`config.mk`:
```
export PLATFORM = sky130hd
export DESIGN_NAME = daq_timing_signal_router
export DESIGN_NICKNAME = d
export VERILOG_FILES = /design/src/rtl/daq_router_pkg.sv /design/src/rtl/daq_timing_signal_router.sv
export SDC_FILE = /design/constraint.sdc
export NUM_CORES = 1
export LEC_CHECK = 0
export BUFFER_PORTS_ARGS = -buffer_cell sky130_fd_sc_hd__buf_2
export CAP_MARGIN = 0
export CORE_MARGIN = 4
export CORE_UTILIZATION = 43
export CTS_CLUSTER_SIZE = 10
export DETAILED_ROUTE_END_ITERATION = 12
export GPL_TIMING_DRIVEN = 0
export PLACE_DENSITY = 0.64
export SLEW_MARGIN = 40
export SYNTH_ARGS = -nofsm -noshare
export SYNTH_HDL_FRONTEND = slang
export SYNTH_SLANG_ARGS = --single-unit
```
`constraint.sdc`:
```
create_clock -name core_clk -period 1.8 [get_ports core_clk]
set_input_delay 0.09 -clock core_clk [delete_from_list [all_inputs] [get_ports core_clk]]
set_output_delay 0.09 -clock core_clk [all_outputs]
set_load 0.01 [all_outputs]
```
`src/rtl/daq_router_pkg.sv`:
```
// Package: register map, field layout and carrier types of the timing signal router
package daq_router_pkg;

  localparam int NUM_TIMING = 7;
  localparam int NUM_EXT = NUM_TIMING + 2;

  // Register byte offsets
  localparam logic [11:0] SRC_SELECT_OFFSET = 12'h0_000;
  localparam logic [11:0] SYNC_CONFIG_OFFSET = 12'h0_004;
  localparam logic [11:0] ROUTE_STATUS_OFFSET = 12'h0_008;
  localparam logic [11:0] COUNTER_CTRL_OFFSET = 12'h0_00C;
  localparam logic [11:0] COUNTER_VALUE_OFFSET = 12'h0_010;

  // Field positions
  localparam int SYNC_MASTER_BIT = 8;
  localparam int CNT_ENABLE_BIT = 0;
  localparam int CNT_GATED_BIT = 1;

  // Timing signal indices
  localparam int SIG_AD_CONV = 0;
  localparam int SIG_AD_TRIGGER = 1;
  localparam int SIG_DA_TRIGGER = 2;
  localparam int SIG_DAC_UPDATE = 3;
  localparam int SIG_COUNTER_SOURCE = 4;
  localparam int SIG_COUNTER_GATE = 5;
  localparam int SIG_DA_START = 6;

  // Reset values
  localparam logic [13:0] SRC_SELECT_RESET = 14'h0_000;
  localparam logic [6:0] PARTICIPATE_RESET = 7'h00;
  localparam logic [31:0] COUNTER_RESET = 32'h0000_0000;

  typedef enum logic [1:0] {
    SRC_INTERNAL = 2'b00,
    SRC_AUX_ZERO = 2'b01,
    SRC_AUX_ONE = 2'b10,
    SRC_SYNC_BUS = 2'b11
  } src_sel_t;

  typedef struct packed {
    logic psel;
    logic penable;
    logic pwrite;
    logic [11:0] paddr;
    logic [31:0] pwdata;
  } apb_in_t;

  typedef struct packed {
    logic [31:0] prdata;
    logic pready;
    logic pslverr;
  } apb_out_t;

  typedef struct packed {
    logic [6:0] drive;
    logic [6:0] enable;
  } sync_bus_out_t;

endpackage

```
`src/rtl/daq_timing_signal_router.sv`:
```
// Timing signal router: source multiplexers, sync bus master/slave and gated counter
//
// The APB interface to the registers and the placing of the registers are this design's own decisions.
`timescale 1ns/1ps

// What this block does
// - Seven distinct timing signals are produced for A/D pacing, D/A update and the counter.
// - Each timing signal can come from its internal generator, either aux input or the bus.
// - Software sets per signal whether it joins the sync bus and whether this board is master.
// - The master drives its chosen timing signals onto the bus; slaves take them from it.
// - Reset puts every selection back to the internal source with no bus or aux routing left.
// - In gated mode the general counter holds its count while the gate is low and resumes.
module daq_timing_signal_router (
  // Clock and reset
  input wire logic core_clk,
  input wire logic rst_n,
  // APB register port
  input wire daq_router_pkg::apb_in_t apbIn,
  output daq_router_pkg::apb_out_t apbOut,
  // Internal timing generators
  input wire logic [6:0] internalTiming,
  // Auxiliary function input pins
  input wire logic auxInputZero,
  input wire logic auxInputOne,
  // Board synchronization bus, split into in, out and enable
  input wire logic [6:0] syncBusIn,
  output daq_router_pkg::sync_bus_out_t syncBusOut,
  // Routed timing signals and general counter value to the acquisition logic
  output logic [6:0] routedTiming,
  output logic [31:0] counterValue
);
  import daq_router_pkg::*;

  typedef struct packed {
    logic [6:0][1:0] srcRequest;
    logic [6:0][1:0] srcActive;
    logic [6:0] participate;
    logic master;
    logic cntEnable;
    logic cntGated;
    logic [31:0] count;
    logic [8:0] syncA;
    logic [8:0] syncB;
    logic [8:0] syncC;
    logic [8:0] extStable;
    logic [6:0] routed;
    sync_bus_out_t busOut;
    apb_out_t apb;
  } state_t;

  state_t state;
  state_t next_state;

  logic [8:0] extRaw;
  logic [6:0] candidate;
  logic [6:0][1:0] effectiveSel;
  logic [31:0] readData;
  logic mapped;
  logic accessDone;

  assign extRaw = {syncBusIn, auxInputOne, auxInputZero};

  // Source value a selection would give, before the glitch guard
  function automatic logic pick(input logic [1:0] sel, input int idx,
                                input logic [6:0] intl, input logic [8:0] ext);
    logic val;
    val = 1'b0;
    case (sel)
      SRC_INTERNAL: val = intl[idx];
      SRC_AUX_ZERO: val = ext[0];
      SRC_AUX_ONE: val = ext[1];
      SRC_SYNC_BUS: val = ext[2 + idx];
      default: val = intl[idx];
    endcase
    return val;
  endfunction

  always_comb begin
    next_state = state;
    readData = 32'h0000_0000;
    mapped = 1'b1;
    accessDone = apbIn.psel && apbIn.penable && state.apb.pready;

    // Three-stage synchroniser; a level counts once the last two stages agree
    next_state.syncA = extRaw;
    next_state.syncB = state.syncA;
    next_state.syncC = state.syncB;
    for (int i = 0; i < NUM_EXT; i++) begin
      if (state.syncB[i] == state.syncC[i]) begin
        next_state.extStable[i] = state.syncC[i];
      end
    end

    for (int i = 0; i < NUM_TIMING; i++) begin
      // A master never listens to the lines it is driving itself
      effectiveSel[i] = state.srcRequest[i];
      if (state.master && state.participate[i] && state.srcRequest[i] == SRC_SYNC_BUS) begin
        effectiveSel[i] = SRC_INTERNAL;
      end
      // Switch only when old and new sources agree, so no extra edge appears
      if (effectiveSel[i] != state.srcActive[i]) begin
        if (pick(effectiveSel[i], i, internalTiming, state.extStable) == state.routed[i]) begin
          next_state.srcActive[i] = effectiveSel[i];
        end
      end
      candidate[i] = pick(state.srcActive[i], i, internalTiming, state.extStable);
      next_state.routed[i] = candidate[i];
      next_state.busOut.enable[i] = state.master && state.participate[i];
      next_state.busOut.drive[i] = state.master && state.participate[i] && candidate[i];
    end

    // Counter counts rising edges of the routed source, held while gated low
    if (state.cntEnable && candidate[SIG_COUNTER_SOURCE] && !state.routed[SIG_COUNTER_SOURCE]) begin
      if (!state.cntGated || state.routed[SIG_COUNTER_GATE]) begin
        next_state.count = state.count + 32'h0000_0001;
      end
    end

    case (apbIn.paddr)
      SRC_SELECT_OFFSET: readData = {18'h0_0000, state.srcRequest};
      SYNC_CONFIG_OFFSET: readData = {24'h00_0000, state.master, state.participate};
      ROUTE_STATUS_OFFSET: readData = {25'h000_0000, state.routed};
      COUNTER_CTRL_OFFSET: readData = {30'h0000_0000, state.cntGated, state.cntEnable};
      COUNTER_VALUE_OFFSET: readData = state.count;
      default: mapped = 1'b0;
    endcase

    // One wait-free access: pready rises in the access phase after setup
    next_state.apb.pready = apbIn.psel && !apbIn.penable;
    if (apbIn.psel && !apbIn.penable) begin
      next_state.apb.prdata = apbIn.pwrite ? 32'h0000_0000 : readData;
      next_state.apb.pslverr = !mapped;
    end else if (accessDone) begin
      next_state.apb.prdata = 32'h0000_0000;
      next_state.apb.pslverr = 1'b0;
    end

    if (accessDone && apbIn.pwrite && mapped) begin
      case (apbIn.paddr)
        SRC_SELECT_OFFSET: next_state.srcRequest = apbIn.pwdata[13:0];
        SYNC_CONFIG_OFFSET: begin
          next_state.participate = apbIn.pwdata[6:0];
          next_state.master = apbIn.pwdata[SYNC_MASTER_BIT];
        end
        COUNTER_CTRL_OFFSET: begin
          next_state.cntEnable = apbIn.pwdata[CNT_ENABLE_BIT];
          next_state.cntGated = apbIn.pwdata[CNT_GATED_BIT];
        end
        // A software load wins over a counted edge in the same cycle
        COUNTER_VALUE_OFFSET: next_state.count = apbIn.pwdata;
        default: next_state.count = next_state.count;
      endcase
    end
  end

  always_ff @(posedge core_clk) begin
    if (!rst_n) begin
      state.srcRequest <= SRC_SELECT_RESET;
      state.srcActive <= SRC_SELECT_RESET;
      state.participate <= PARTICIPATE_RESET;
      state.master <= 1'b0;
      state.cntEnable <= 1'b0;
      state.cntGated <= 1'b0;
      state.count <= COUNTER_RESET;
      state.syncA <= 9'h000;
      state.syncB <= 9'h000;
      state.syncC <= 9'h000;
      state.extStable <= 9'h000;
      state.routed <= 7'h00;
      state.busOut <= '0;
      state.apb <= '0;
    end else begin
      state <= next_state;
    end
  end

  assign apbOut = state.apb;
  assign syncBusOut = state.busOut;
  assign routedTiming = state.routed;
  assign counterValue = state.count;

endmodule // daq_timing_signal_router

```
==> results of run 1 <==
[cells in the final DEF (no fill, tap or decap), types with 5 or more instances in the layout]
master,netlist,final
a2bb2oi_1,5,5
nor4_2,1,6
nand4_1,15,15
mux4_2,12,12
clkbuf_1,34,28
nor2b_1,19,18
and3_1,14,12
nor2_1,7,5
and2_1,40,40
xnor2_1,28,28
clkbuf_16,0,17
dfxtp_4,0,8
a21oi_1,39,39
clkbuf_2,1,5
dfxtp_1,161,132
and4_1,8,6
buf_2,11,158
nand3_1,42,37
nor3_1,10,8
nand2_4,1,5
a22o_1,19,19
o21ai_0,60,59
dfxtp_2,0,21
nand2_1,86,82
buf_6,1,5
nor4_4,0,12
buf_4,89,112
inv_6,0,6
a21boi_0,23,23
mux2i_1,44,44
dlygate4sd3_1,0,43
[timing repair]
| item | in CTS | in global routing |
|---|---|---|
| cloned | 0 | 1 |
| setup buffers | 15 | 14 |
| hold buffers | 43 | 0 |
| pin swaps | 4 | 26 |
| gates resized for setup | 62 | 83 |
| hold endpoints to repair | 51 | 0 |
| endpoints found under the setup margin | 42 | 49 |
[path summary, 6_finish.rpt]
check	end	depth (start not counted)
worst max-delay path	counterValue[29]	7
worst min-delay path	counterValue[16]	4
worst max register to register	counterValue[29]	7
worst min register to register	next_state[70]	1
[metrics by stage]
step,hold slack [ps],std cells,utilization,cell area (um2)
after floorplan,217.3,829,-,7617
after global placement,295.0,1203,0.4981,8645
after detailed placement,300.5,1203,0.4981,8645
after CTS,123.8,1292,0.5781,10030
after global routing,103.5,1307,0.6031,10470
final,76.43,1308,0.6032,10470
[cell type report]
class,count,share of cell area
Multi-Input combinational cell,527,0.3781
Sequential cell,161,0.3132
Timing Repair Buffer,221,0.1365
Buffer,136,0.08652
Clock buffer,17,0.04063
Tap cell,225,0.02689
Clock inverter,15,0.01613
Inverter,5,0.001793
Antenna cell,1,0.0002390
[power breakdown]
group          total [mW]  switching [mW]  leakage, nW  internal [mW]
Combinational       0.475           0.236         3.00          0.240
Sequential           3.61          0.0265         1.32           3.58
Clock                3.66            1.57        0.289           2.08
Total                7.75            1.84         4.61           5.91
[kinds of logic after synthesis]
logic type,Yosys count
xor+xnor,37
mux,61
simple gates,272
buf+inv,142
fa+ha+maj,1
flops,161
compound gates,155
[registers in the layout, indices dropped and copies added, names as in the netlist]
signal,cells
state,56
apbOut,34
counterValue,32
next_state,18
syncBusOut,14
routedTiming,7
[critical path: cells and delay by family (launching register included)]
kind / cells / cell delay [ps]
multiplexers: 1 / 600
flip-flops: 1 / 380
buffers and inverters: 2 / 300
XOR/XNOR: 1 / 220
AND/OR/NAND/NOR: 2 / 130
AO/OA/AOI/OAI: 1 / 100
[metal layers]
metal  global-route usage  vias up  part of all wire
met5                    0        -                 0
met4              0.08363        0             0.028
met3              0.04206       39             0.070
met2               0.3657      272              0.47
met1               0.2928     3204              0.43
li1                     -     3313                 -
==> out/qor.yml, run 1 <==
global_routing:
  antenna_found_initial: 0
  grt_pass1_wl_um: 35000
  grtUsageTotal: 0.2231
  grt_max_degree: 17
  globalRouteOverflowTotal: 0
  grt_pass1_vias: 6426
drt:
  dr.pass1.iters: 5
  vias: 6828
  drt-total-wl_um: 23040
  antenna_left: 0
  viasPerCell: 5.220
  drt_iter0_drc: 409
  drc: 0
  wl_per_cell_um: 17.61
placement:
  gp_congestion: 0.8805
  portBuffers: 149
  dp_slack_ps: -433.2
  place_hpwl_um: 16130
sta:
  tns_ps: -362.4
  worst_slack_ps: -63.84
  fin_crit_sh: 1.035
  rsz0062_at_grt: "true"
  clock.fmax_ghz: 0.5365
  min_period_ps: 1864
  fin_skew_ps: 13.24
  hold_viol_final: 0
  tightest_slew_ps: 654.0
  max_slew_margin: 0.5640
  setup_viol: 11
  slew_viol_final: 0
finish:
  area_delta_synth_final_pct: 37.45
  seq_area_um2: 3279
  fin_nets: 1135
  fillers: 1472
  multi_input_area_um2: 3959
  layout-drive-gt1-share: 0.3817
logic_synthesis:
  syn_inst: 829
  synth-edff-count: 0
  synth-seq-cells: 161
  synth_most_common_cell: "dfxtp_1"
  yosysUniqueCellTypes: 46
  synth-compound-area-share: 0.1229
  synth_area_um2: 7617
  synth_top_family_by_area: "simple AND/OR/NAND/NOR gates"
  synthAdderAreaFrac: 0.001643
  synth_top_area_frac: 0.4231
  synth-simple-area-share: 0.1923
  yosys_warnings: 0
  yosysSeqAreaShare: 0.4231
  synth_commonest_cells: "161 x dfxtp_1, 89 x buf_4, 86 x nand2_1, 60 x o21ai_0, 44 x mux2i_1"
  synthXorXnorAreaFrac: 0.04254
  synthTopCellsByArea: "dfxtp_1 42%, buf_4 8.8%, mux2i_1 5.8%"
  yosysTopAreaCell: "dfxtp_1"
  async_flop_share: 0
  synth_flop_cell: "dfxtp_1"
  synth_mux_area_frac: 0.1007
  syn_avg_cell_area_um2: 9.189
  synth_nets: 895
power_and_ir_drop:
  p_total_mw: 7.745
  leakage_nw: 4.612
  peakVddDrop_mv: 0.7006
  power-per-cell-area_nw_per_um2: 739.8
worst_setup_path:
  worstSetupPathType: "flop to flop"
  crit_fanout: 7
  crit_arrival_ps: 2150
  crit_chain: "mux4_2 -> buf_6 -> buf_6 -> nand3_2 -> nor4_4 -> xnor2_1 -> a21oi_1"
  worst_setup_path_end_kind: "flop"
  crit_path_top_delay_cell: "mux4_2"
  r2r-start: "state[55]"
  cpMostUsedCell: "buf_6"
  crit_start: "state[55]"
  cp-start-kind: "flop"
  required_ps: 2090
  slowest_delay_ps: 600
  r2r_slack_ps: -60
die:
  ios: 152
  fp-row-count: 48
  coreArea_um2: 17360
  fp.dieH_um: 141.1
  start_util: 0.4389
  dieArea_um2: 19910
  die-width_um: 141.1
flow_run:
  cap_viol_max_count: 0
min_path:
  hp-class: "primary input to flop"
  min_from: "apbIn[37]"
cts:
  cts_inserted_buffers: 17
  cts-root-buf: "clkbuf_16"
  clock_sinks: 161
  htreeDepth: 4
  clk_pin_slew_ps: 70
  cts_tree: "done"
  clockBufferDepth: 2
  clk-insertion-delay-late_ps: 430
status:
  status: "finished with violations"
  violations: "setup timing"
No activity file was read; power rests on OpenSTA's default activity.
==> inputs of run 2 (changes only) <==
--- a/config.mk
+++ b/config.mk
@@ -8,11 +8,11 @@
 export BUFFER_PORTS_ARGS = -buffer_cell sky130_fd_sc_hd__buf_2
 export CAP_MARGIN = 0
 export CORE_MARGIN = 4
-export CORE_UTILIZATION = 43
+export CORE_UTILIZATION = 25
 export CTS_CLUSTER_SIZE = 10
 export DETAILED_ROUTE_END_ITERATION = 12
 export GPL_TIMING_DRIVEN = 0
-export PLACE_DENSITY = 0.64
+export PLACE_DENSITY = 0.41
 export SLEW_MARGIN = 40
 export SYNTH_ARGS = -nofsm -noshare
 export SYNTH_HDL_FRONTEND = slang
==> run 2 against run 1 <==
The run still ends with setup timing left. Non-clock buffer count increased by 9. Clock skew grew 0.53 ps. First-iteration DRC count grew 9.3%. Core utilization is 24 points lower. Critical path type unchanged. Register-to-register slack lost 30 ps. Total power grew 1.3%. Worst setup slack worse by 32 ps. Critical path depth unchanged. Wire length grew 17%. Design area grew 3.6%. Combinational power rose by 1%.
==> out/qor.yml, run 2 (synthesis gave the netlist of run 1 again) <==
die:
  ios: 152  # unchanged
  start_util: 0.2550  # -0.1839
  coreArea_um2: 29870  # +72%
  fp.dieH_um: 182.6  # +29%
  dieArea_um2: 33330  # +67%
  fp-row-count: 63  # +31%
  die-width_um: 182.6  # +29%
sta:
  slew_viol_final: 0  # unchanged
  setup_viol: 9  # -2
  fin_crit_sh: 1.053  # +0.01792
  tns_ps: -365.8  # -3.396 ps
  worst_slack_ps: -96.10  # -32.25 ps
  min_period_ps: 1896  # +32.25 ps
  clock.fmax_ghz: 0.5274  # -1.7%
  fin_skew_ps: 13.76  # +0.5252 ps
  hold_viol_final: 0  # unchanged
  max_slew_margin: 0.5788  # +0.01480
  tightest_slew_ps: 631.8  # -22.20 ps
  rsz0062_at_grt: "true"
finish:
  fin_nets: 1146  # +0.97%
  layout_commonest_cell: "buf_2"
  area_delta_synth_final_pct: 42.40
  layout-drive-gt1-share: 0.3934  # +0.01171
  regMostFlops: "state"
  fillers: 3123  # +110%
  final_cell_mix: "157 x buf_2, 132 x dfxtp_1, 119 x buf_4"
  largest_register_ffs: 56  # unchanged
  final_core_util: 0.3631  # -0.2402
  multi_input_area_um2: 4010  # +1.3%
  seq_area_um2: 3292  # +0.38%
worst_setup_path:
  r2r_slack_ps: -100  # -30 ps
  worst_setup_path_end_kind: "flop"
  required_ps: 2170  # +80 ps
  r2r_cells: 7  # unchanged
  cp-start-kind: "flop"
  crit_arrival_ps: 2270  # +120 ps
  crit_fanout: 4  # -3
  worstSetupPathType: "flop to flop"
cts:
  clk-insertion-delay-late_ps: 440  # about the same
  clockBufferDepth: 2  # unchanged
  cts_inserted_buffers: 17  # unchanged
  clk_pin_slew_ps: 80  # about the same
  htreeDepth: 4  # unchanged
  cts_tree: "done"
  cts-root-buf: "clkbuf_16"
  clock_sinks: 161  # unchanged
power_and_ir_drop:
  peakVddDrop_mv: 0.5812  # -17%
  power-per-cell-area_nw_per_um2: 723.7  # -2.2%
  p_total_mw: 7.850  # +1.3%
  leakage_nw: 4.737  # +2.7%
placement:
  gp_congestion: 0.8198  # -6.9%
  dp_slack_ps: -392.9  # +40.23 ps
  place_hpwl_um: 19270  # +19%
  portBuffers: 149  # unchanged
global_routing:
  grtUsageTotal: 0.1563  # -0.06676
  grt_max_degree: 19  # +2
  antenna_found_initial: 3  # +3
  globalRouteOverflowTotal: 0  # unchanged
  grt_pass1_vias: 6739  # +4.9%
  grt_pass1_wl_um: 40090  # +15%
flow_run:
  cap_viol_max_count: 0  # unchanged
drt:
  drc: 0  # unchanged
  wl_per_cell_um: 18.16  # +3.1%
  viasPerCell: 4.577  # -12%
  drt_iter0_drc: 447  # +9.3%
  antenna_left: 0  # unchanged
  vias: 6793  # -0.51%
  dr.pass1.iters: 5  # unchanged
  drt-total-wl_um: 26950  # +17%
min_path:
  min_delay_path_depth: 3  # -1
  hp-class: "primary input to flop"
status:
  status: "finished with violations"
  violations: "setup timing"
run 2: per-stage QoR:
stage	hold WS [ps]	cell area, um2	std cells
4_1_cts	88.08	10300	1452
3_3_place_gp	296.0	8851	1368
6_report	106.6	10850	1484
5_1_grt	106.2	10850	1484
3_5_place_dp	298.5	8851	1368
2_1_floorplan	217.3	7617	829
run 2: routing by layer:
layer  part of all wire  vias up  GRT usage
met2               0.47      173     0.2556
met4              0.017        4    0.04803
li1                   -     3328          -
met5            0.00078        -          0
met3              0.050       30    0.03588
met1               0.46     3258     0.2055
run 2: worst paths after layout:
path                          start              end
setup reg to reg         state[125]       state[145]
setup / recovery         state[125]       state[145]
hold reg to reg      next_state[79]   next_state[70]
hold / removal    internalTiming[5]  routedTiming[5]
run 2: critical path: stages, from the launching register on:
cell and delay [ps]:
dfxtp_2 330, buf_6 130, buf_12 120, nand2_4 50, mux2_4 290, mux4_2 530
xor2_4 190, mux2i_1 190
run 2: area by class of cell:
cell class / count / area share
antenna: 1 / 0.0002307
buffer: 134 / 0.08305
clock buffer: 18 / 0.04049
clock inverter: 14 / 0.01465
inverter: 5 / 0.001730
multi-input combinational: 529 / 0.3697
sequential: 161 / 0.3035
tap: 390 / 0.04499
timing repair buffer: 232 / 0.1417
run 2: repair_timing:
action	CTS	global route
setup buffers	9	31
endpoints found under the setup margin	47	72
gates cloned	1	3
pin swaps	5	46
hold buffers	43	0
endpoints found under the hold margin	53	0
resized for setup	85	70
run 2: power by group:
group | switching [mW] | internal (mW) | total, mW
clock | 1.85 | 1.91 | 3.76
combinational | 0.241 | 0.240 | 0.481
sequential | 0.0296 | 3.57 | 3.60
==> inputs of run 3 (changes only) <==
--- a/config.mk
+++ b/config.mk
@@ -5,6 +5,7 @@
 export SDC_FILE = /design/constraint.sdc
 export NUM_CORES = 1
 export LEC_CHECK = 0
+export ABC_AREA = 1
 export BUFFER_PORTS_ARGS = -buffer_cell sky130_fd_sc_hd__buf_2
 export CAP_MARGIN = 0
 export CORE_MARGIN = 4
==> run 3 against run 2 <==
The run now ends clean. Combinational power up 30%. Wire length up 6.4%. Sequential cell count unchanged. Final cell count up 28%. First-iteration DRC count unchanged. Critical path type unchanged. Largest cell class unchanged.
==> out/qor.yml, run 3 <==
status:
  status: "finished clean"
worst_setup_path:
  required_ps: 2140  # -30 ps
  worst_setup_path_end_kind: "flop"
  crit_arrival_ps: 2040  # -230 ps
  crit_path_top_delay_cell: "dfxtp_4"
  crit_fanout: 7  # +3
  slowest_delay_ps: 400  # -130 ps
  worstSetupPathType: "flop to flop"
  cp-start-kind: "flop"
  path_buf_inv: 1  # -1
  crit_chain: "ha_4 -> nand3_4 -> nor3_4 -> nand3_2 -> nor2_4 -> nand2_2 -> nand2_2 -> nand3_2 -> nand2_1 -> inv_1"
  critPathTopFamily: "simple AND/OR/NAND/NOR gates"
finish:
  final_cell_mix: "277 x nand2_1, 168 x nor2_1, 157 x buf_2"
  area_delta_synth_final_pct: 31.04
  layout_commonest_cell: "nand2_1"
  fin_nets: 1502  # +31%
  regMostFlops: "state"
  stdcell_area_um2: 10850  # about the same
  largest_register_ffs: 56  # unchanged
  layout-drive-gt1-share: 0.2533  # -0.1401
global_routing:
  globalRouteOverflowTotal: 0  # unchanged
  grtUsageTotal: 0.1581  # +0.001779
  grt_max_degree: 17  # -2
  grt_pass1_wl_um: 44260  # +10%
  grt_pass1_vias: 7767  # +15%
  antenna_found_initial: 3  # unchanged
drt:
  vias: 8041  # +18%
  wl_per_cell_um: 15.14  # -17%
  drt-total-wl_um: 28670  # +6.4%
  drt_iter0_drc: 447  # unchanged
  antenna_left: 0  # unchanged
  dr.pass1.iters: 5  # unchanged
  drc: 0  # unchanged
  viasPerCell: 4.248  # -7.2%
die:
  ios: 152  # unchanged
  coreArea_um2: 32620  # +9.2%
  start_util: 0.2537  # -0.001233
  dieArea_um2: 36080  # +8.3%
  fp-row-count: 66  # +4.8%
  fp.dieH_um: 190.0  # +4.1%
  die-width_um: 190.0  # +4.1%
cts:
  htreeDepth: 4  # unchanged
  clockBufferDepth: 2  # unchanged
  clock_sinks: 161  # unchanged
  cts_tree: "done"
  clk_pin_slew_ps: 70  # about the same
  cts-root-buf: "clkbuf_16"
  clk-insertion-delay-late_ps: 430  # about the same
  cts_inserted_buffers: 17  # unchanged
logic_synthesis:
  synth-edff-count: 0  # unchanged
  syn_inst: 1221  # +47%
  synthTopCellsByArea: "dfxtp_1 39%, nand2_1 13%, buf_4 8.0%"
  synth_most_common_cell: "nand2_1"
  yosysTopAreaCell: "dfxtp_1"
  syn_avg_cell_area_um2: 6.779  # -26%
  synth_top_area_frac: 0.3894  # -0.03371
  yosysSeqAreaShare: 0.3894  # -0.03371
  synth-seq-cells: 161  # unchanged
  async_flop_share: 0  # unchanged
  synth_area_um2: 8277  # +8.7%
  synth_flop_cell: "dfxtp_1"
  yosysUniqueCellTypes: 38  # -17%
  synth_commonest_cells: "281 x nand2_1, 176 x nor2_1, 161 x dfxtp_1, 156 x inv_1, 93 x nand3_1"
  yosys_warnings: 0  # unchanged
  synth_nets: 1287  # +44%
power_and_ir_drop:
  power.internal_mw: 5.975  # +4.4%
  p_seq_frac: 0.457  # -0.002
  combPwrFrac: 0.077  # +0.016
  peakVddDrop_mv: 0.5918  # +1.8%
  leakage_nw: 5.253  # +11%
  power.switching_mw: 2.099  # -1.2%
  power_frac_clock: 0.466  # -0.014
  swShare: 0.2600  # -0.01062
  power-per-cell-area_nw_per_um2: 744.5  # +2.9%
placement:
  gp_congestion: 0.8327  # +1.6%
  placed_cell_area_um2: 9580  # +8.2%
  portBuffers: 150  # +0.67%
  place_hpwl_um: 22200  # +15%
  dp_slack_ps: -425.2  # -32.29 ps
sta:
  tightest_slew_ps: 807.9  # +176.0 ps
  clock.fmax_ghz: 0.5870  # +11%
  setup_viol: 0  # -9
  max_slew_margin: 0.4614  # -0.1174
  min_period_ps: 1704  # -192.4 ps
  fin_crit_sh: 0.9465  # -0.1069
  slew_viol_final: 0  # unchanged
  tns_ps: 0  # +365.8 ps
  rsz0062_at_grt: "true"
  fin_skew_ps: 12.74  # -1.025 ps
  worst_slack_ps: 96.31  # +192.4 ps
  hold_viol_final: 0  # unchanged
  worst_hold_slack_ps: 20.13  # -86.42 ps
min_path:
  hp-class: "primary input to flop"
flow_run:
  cap_viol_max_count: 0  # unchanged
-- run 3: timing repair --
item,in CTS,in global routing
buffers inserted,2,3
hold buffers,41,0
setup endpoints to repair,26,66
pin swaps,2,12
resized for setup,14,67
endpoints found under the hold margin,53,0
-- run 3: layout make-up --
cell class	count	area, um2
Timing Repair Buffer	196	1199
Sequential cell	161	3249
Multi-Input combinational cell	777	3770
Buffer	120	857.1
Clock inverter	11	115.1
Clock buffer	21	480.5
Fill cell	3555	21770
Tap cell	442	553.0
Antenna cell	2	5.005
Inverter	163	616.8
-- run 3: through the flow --
stage	util	total power, mW	cells
after floorplan	-	4.081	1221
after CTS	0.3266	8.166	1888
after global routing	0.3324	8.417	1892
after detailed placement	0.2937	4.322	1813
final	0.3325	8.074	1893
after global placement	0.2937	4.319	1813
-- run 3: power by group through the flow --
| stage | logic [mW] | clock network (mW) | registers, mW |
|---|---|---|---|
| 2_1_floorplan | 0.328 | 0 | 3.75 |
| 3_3_place_gp | 0.545 | 0 | 3.77 |
| 3_5_place_dp | 0.548 | 0 | 3.77 |
| 4_1_cts | 0.625 | 3.85 | 3.69 |
| 5_1_grt | 0.707 | 4.01 | 3.70 |
| 6_report | 0.624 | 3.76 | 3.69 |
-- run 3: per-layer routing --
metal / GRT usage / vias up / wire length [um]
met5: 0 / - / 20
met3: 0.02679 / 28 / 1096
met4: 0.03895 / 4 / 455
met1: 0.2089 / 3596 / 13460
li1: - / 4228 / -
met2: 0.2696 / 185 / 13630
-- run 3: final timing paths --
| path | startpoint | endpoint | slack [ps] | cells after the start |
|---|---|---|---|---|
| setup / recovery | counterValue[0] | counterValue[30] | 100 | 10 |
| setup reg to reg | counterValue[0] | counterValue[30] | 100 | 10 |
| hold / removal | apbIn[31] | counterValue[31] | 20 | 5 |
| hold reg to reg | next_state[78] | next_state[69] | 410 | 2 |
-- run 3: logic make-up (layout without fill, tap and decap cells) --
kind of cell | after synthesis | in the layout | share of synthesized area
other cells | 0 | 2 | 0
fa+ha+maj | 1 | 1 | 0.001511
buf+inv | 283 | 511 | 0.1757
flops | 161 | 161 | 0.3894
xor+xnor | 6 | 6 | 0.006349
compound gates | 142 | 142 | 0.09539
simple gates | 628 | 628 | 0.3317
-- run 3: worst reg2reg max path, cell delays in order (launching register included) --
cell and delay (ps):
dfxtp_4 400, ha_4 150, nand3_4 90, nor3_4 270, nand3_2 150, nor2_4 250, nand2_2 80, nand2_2 60
nand3_2 50, nand2_1 80, inv_1 30
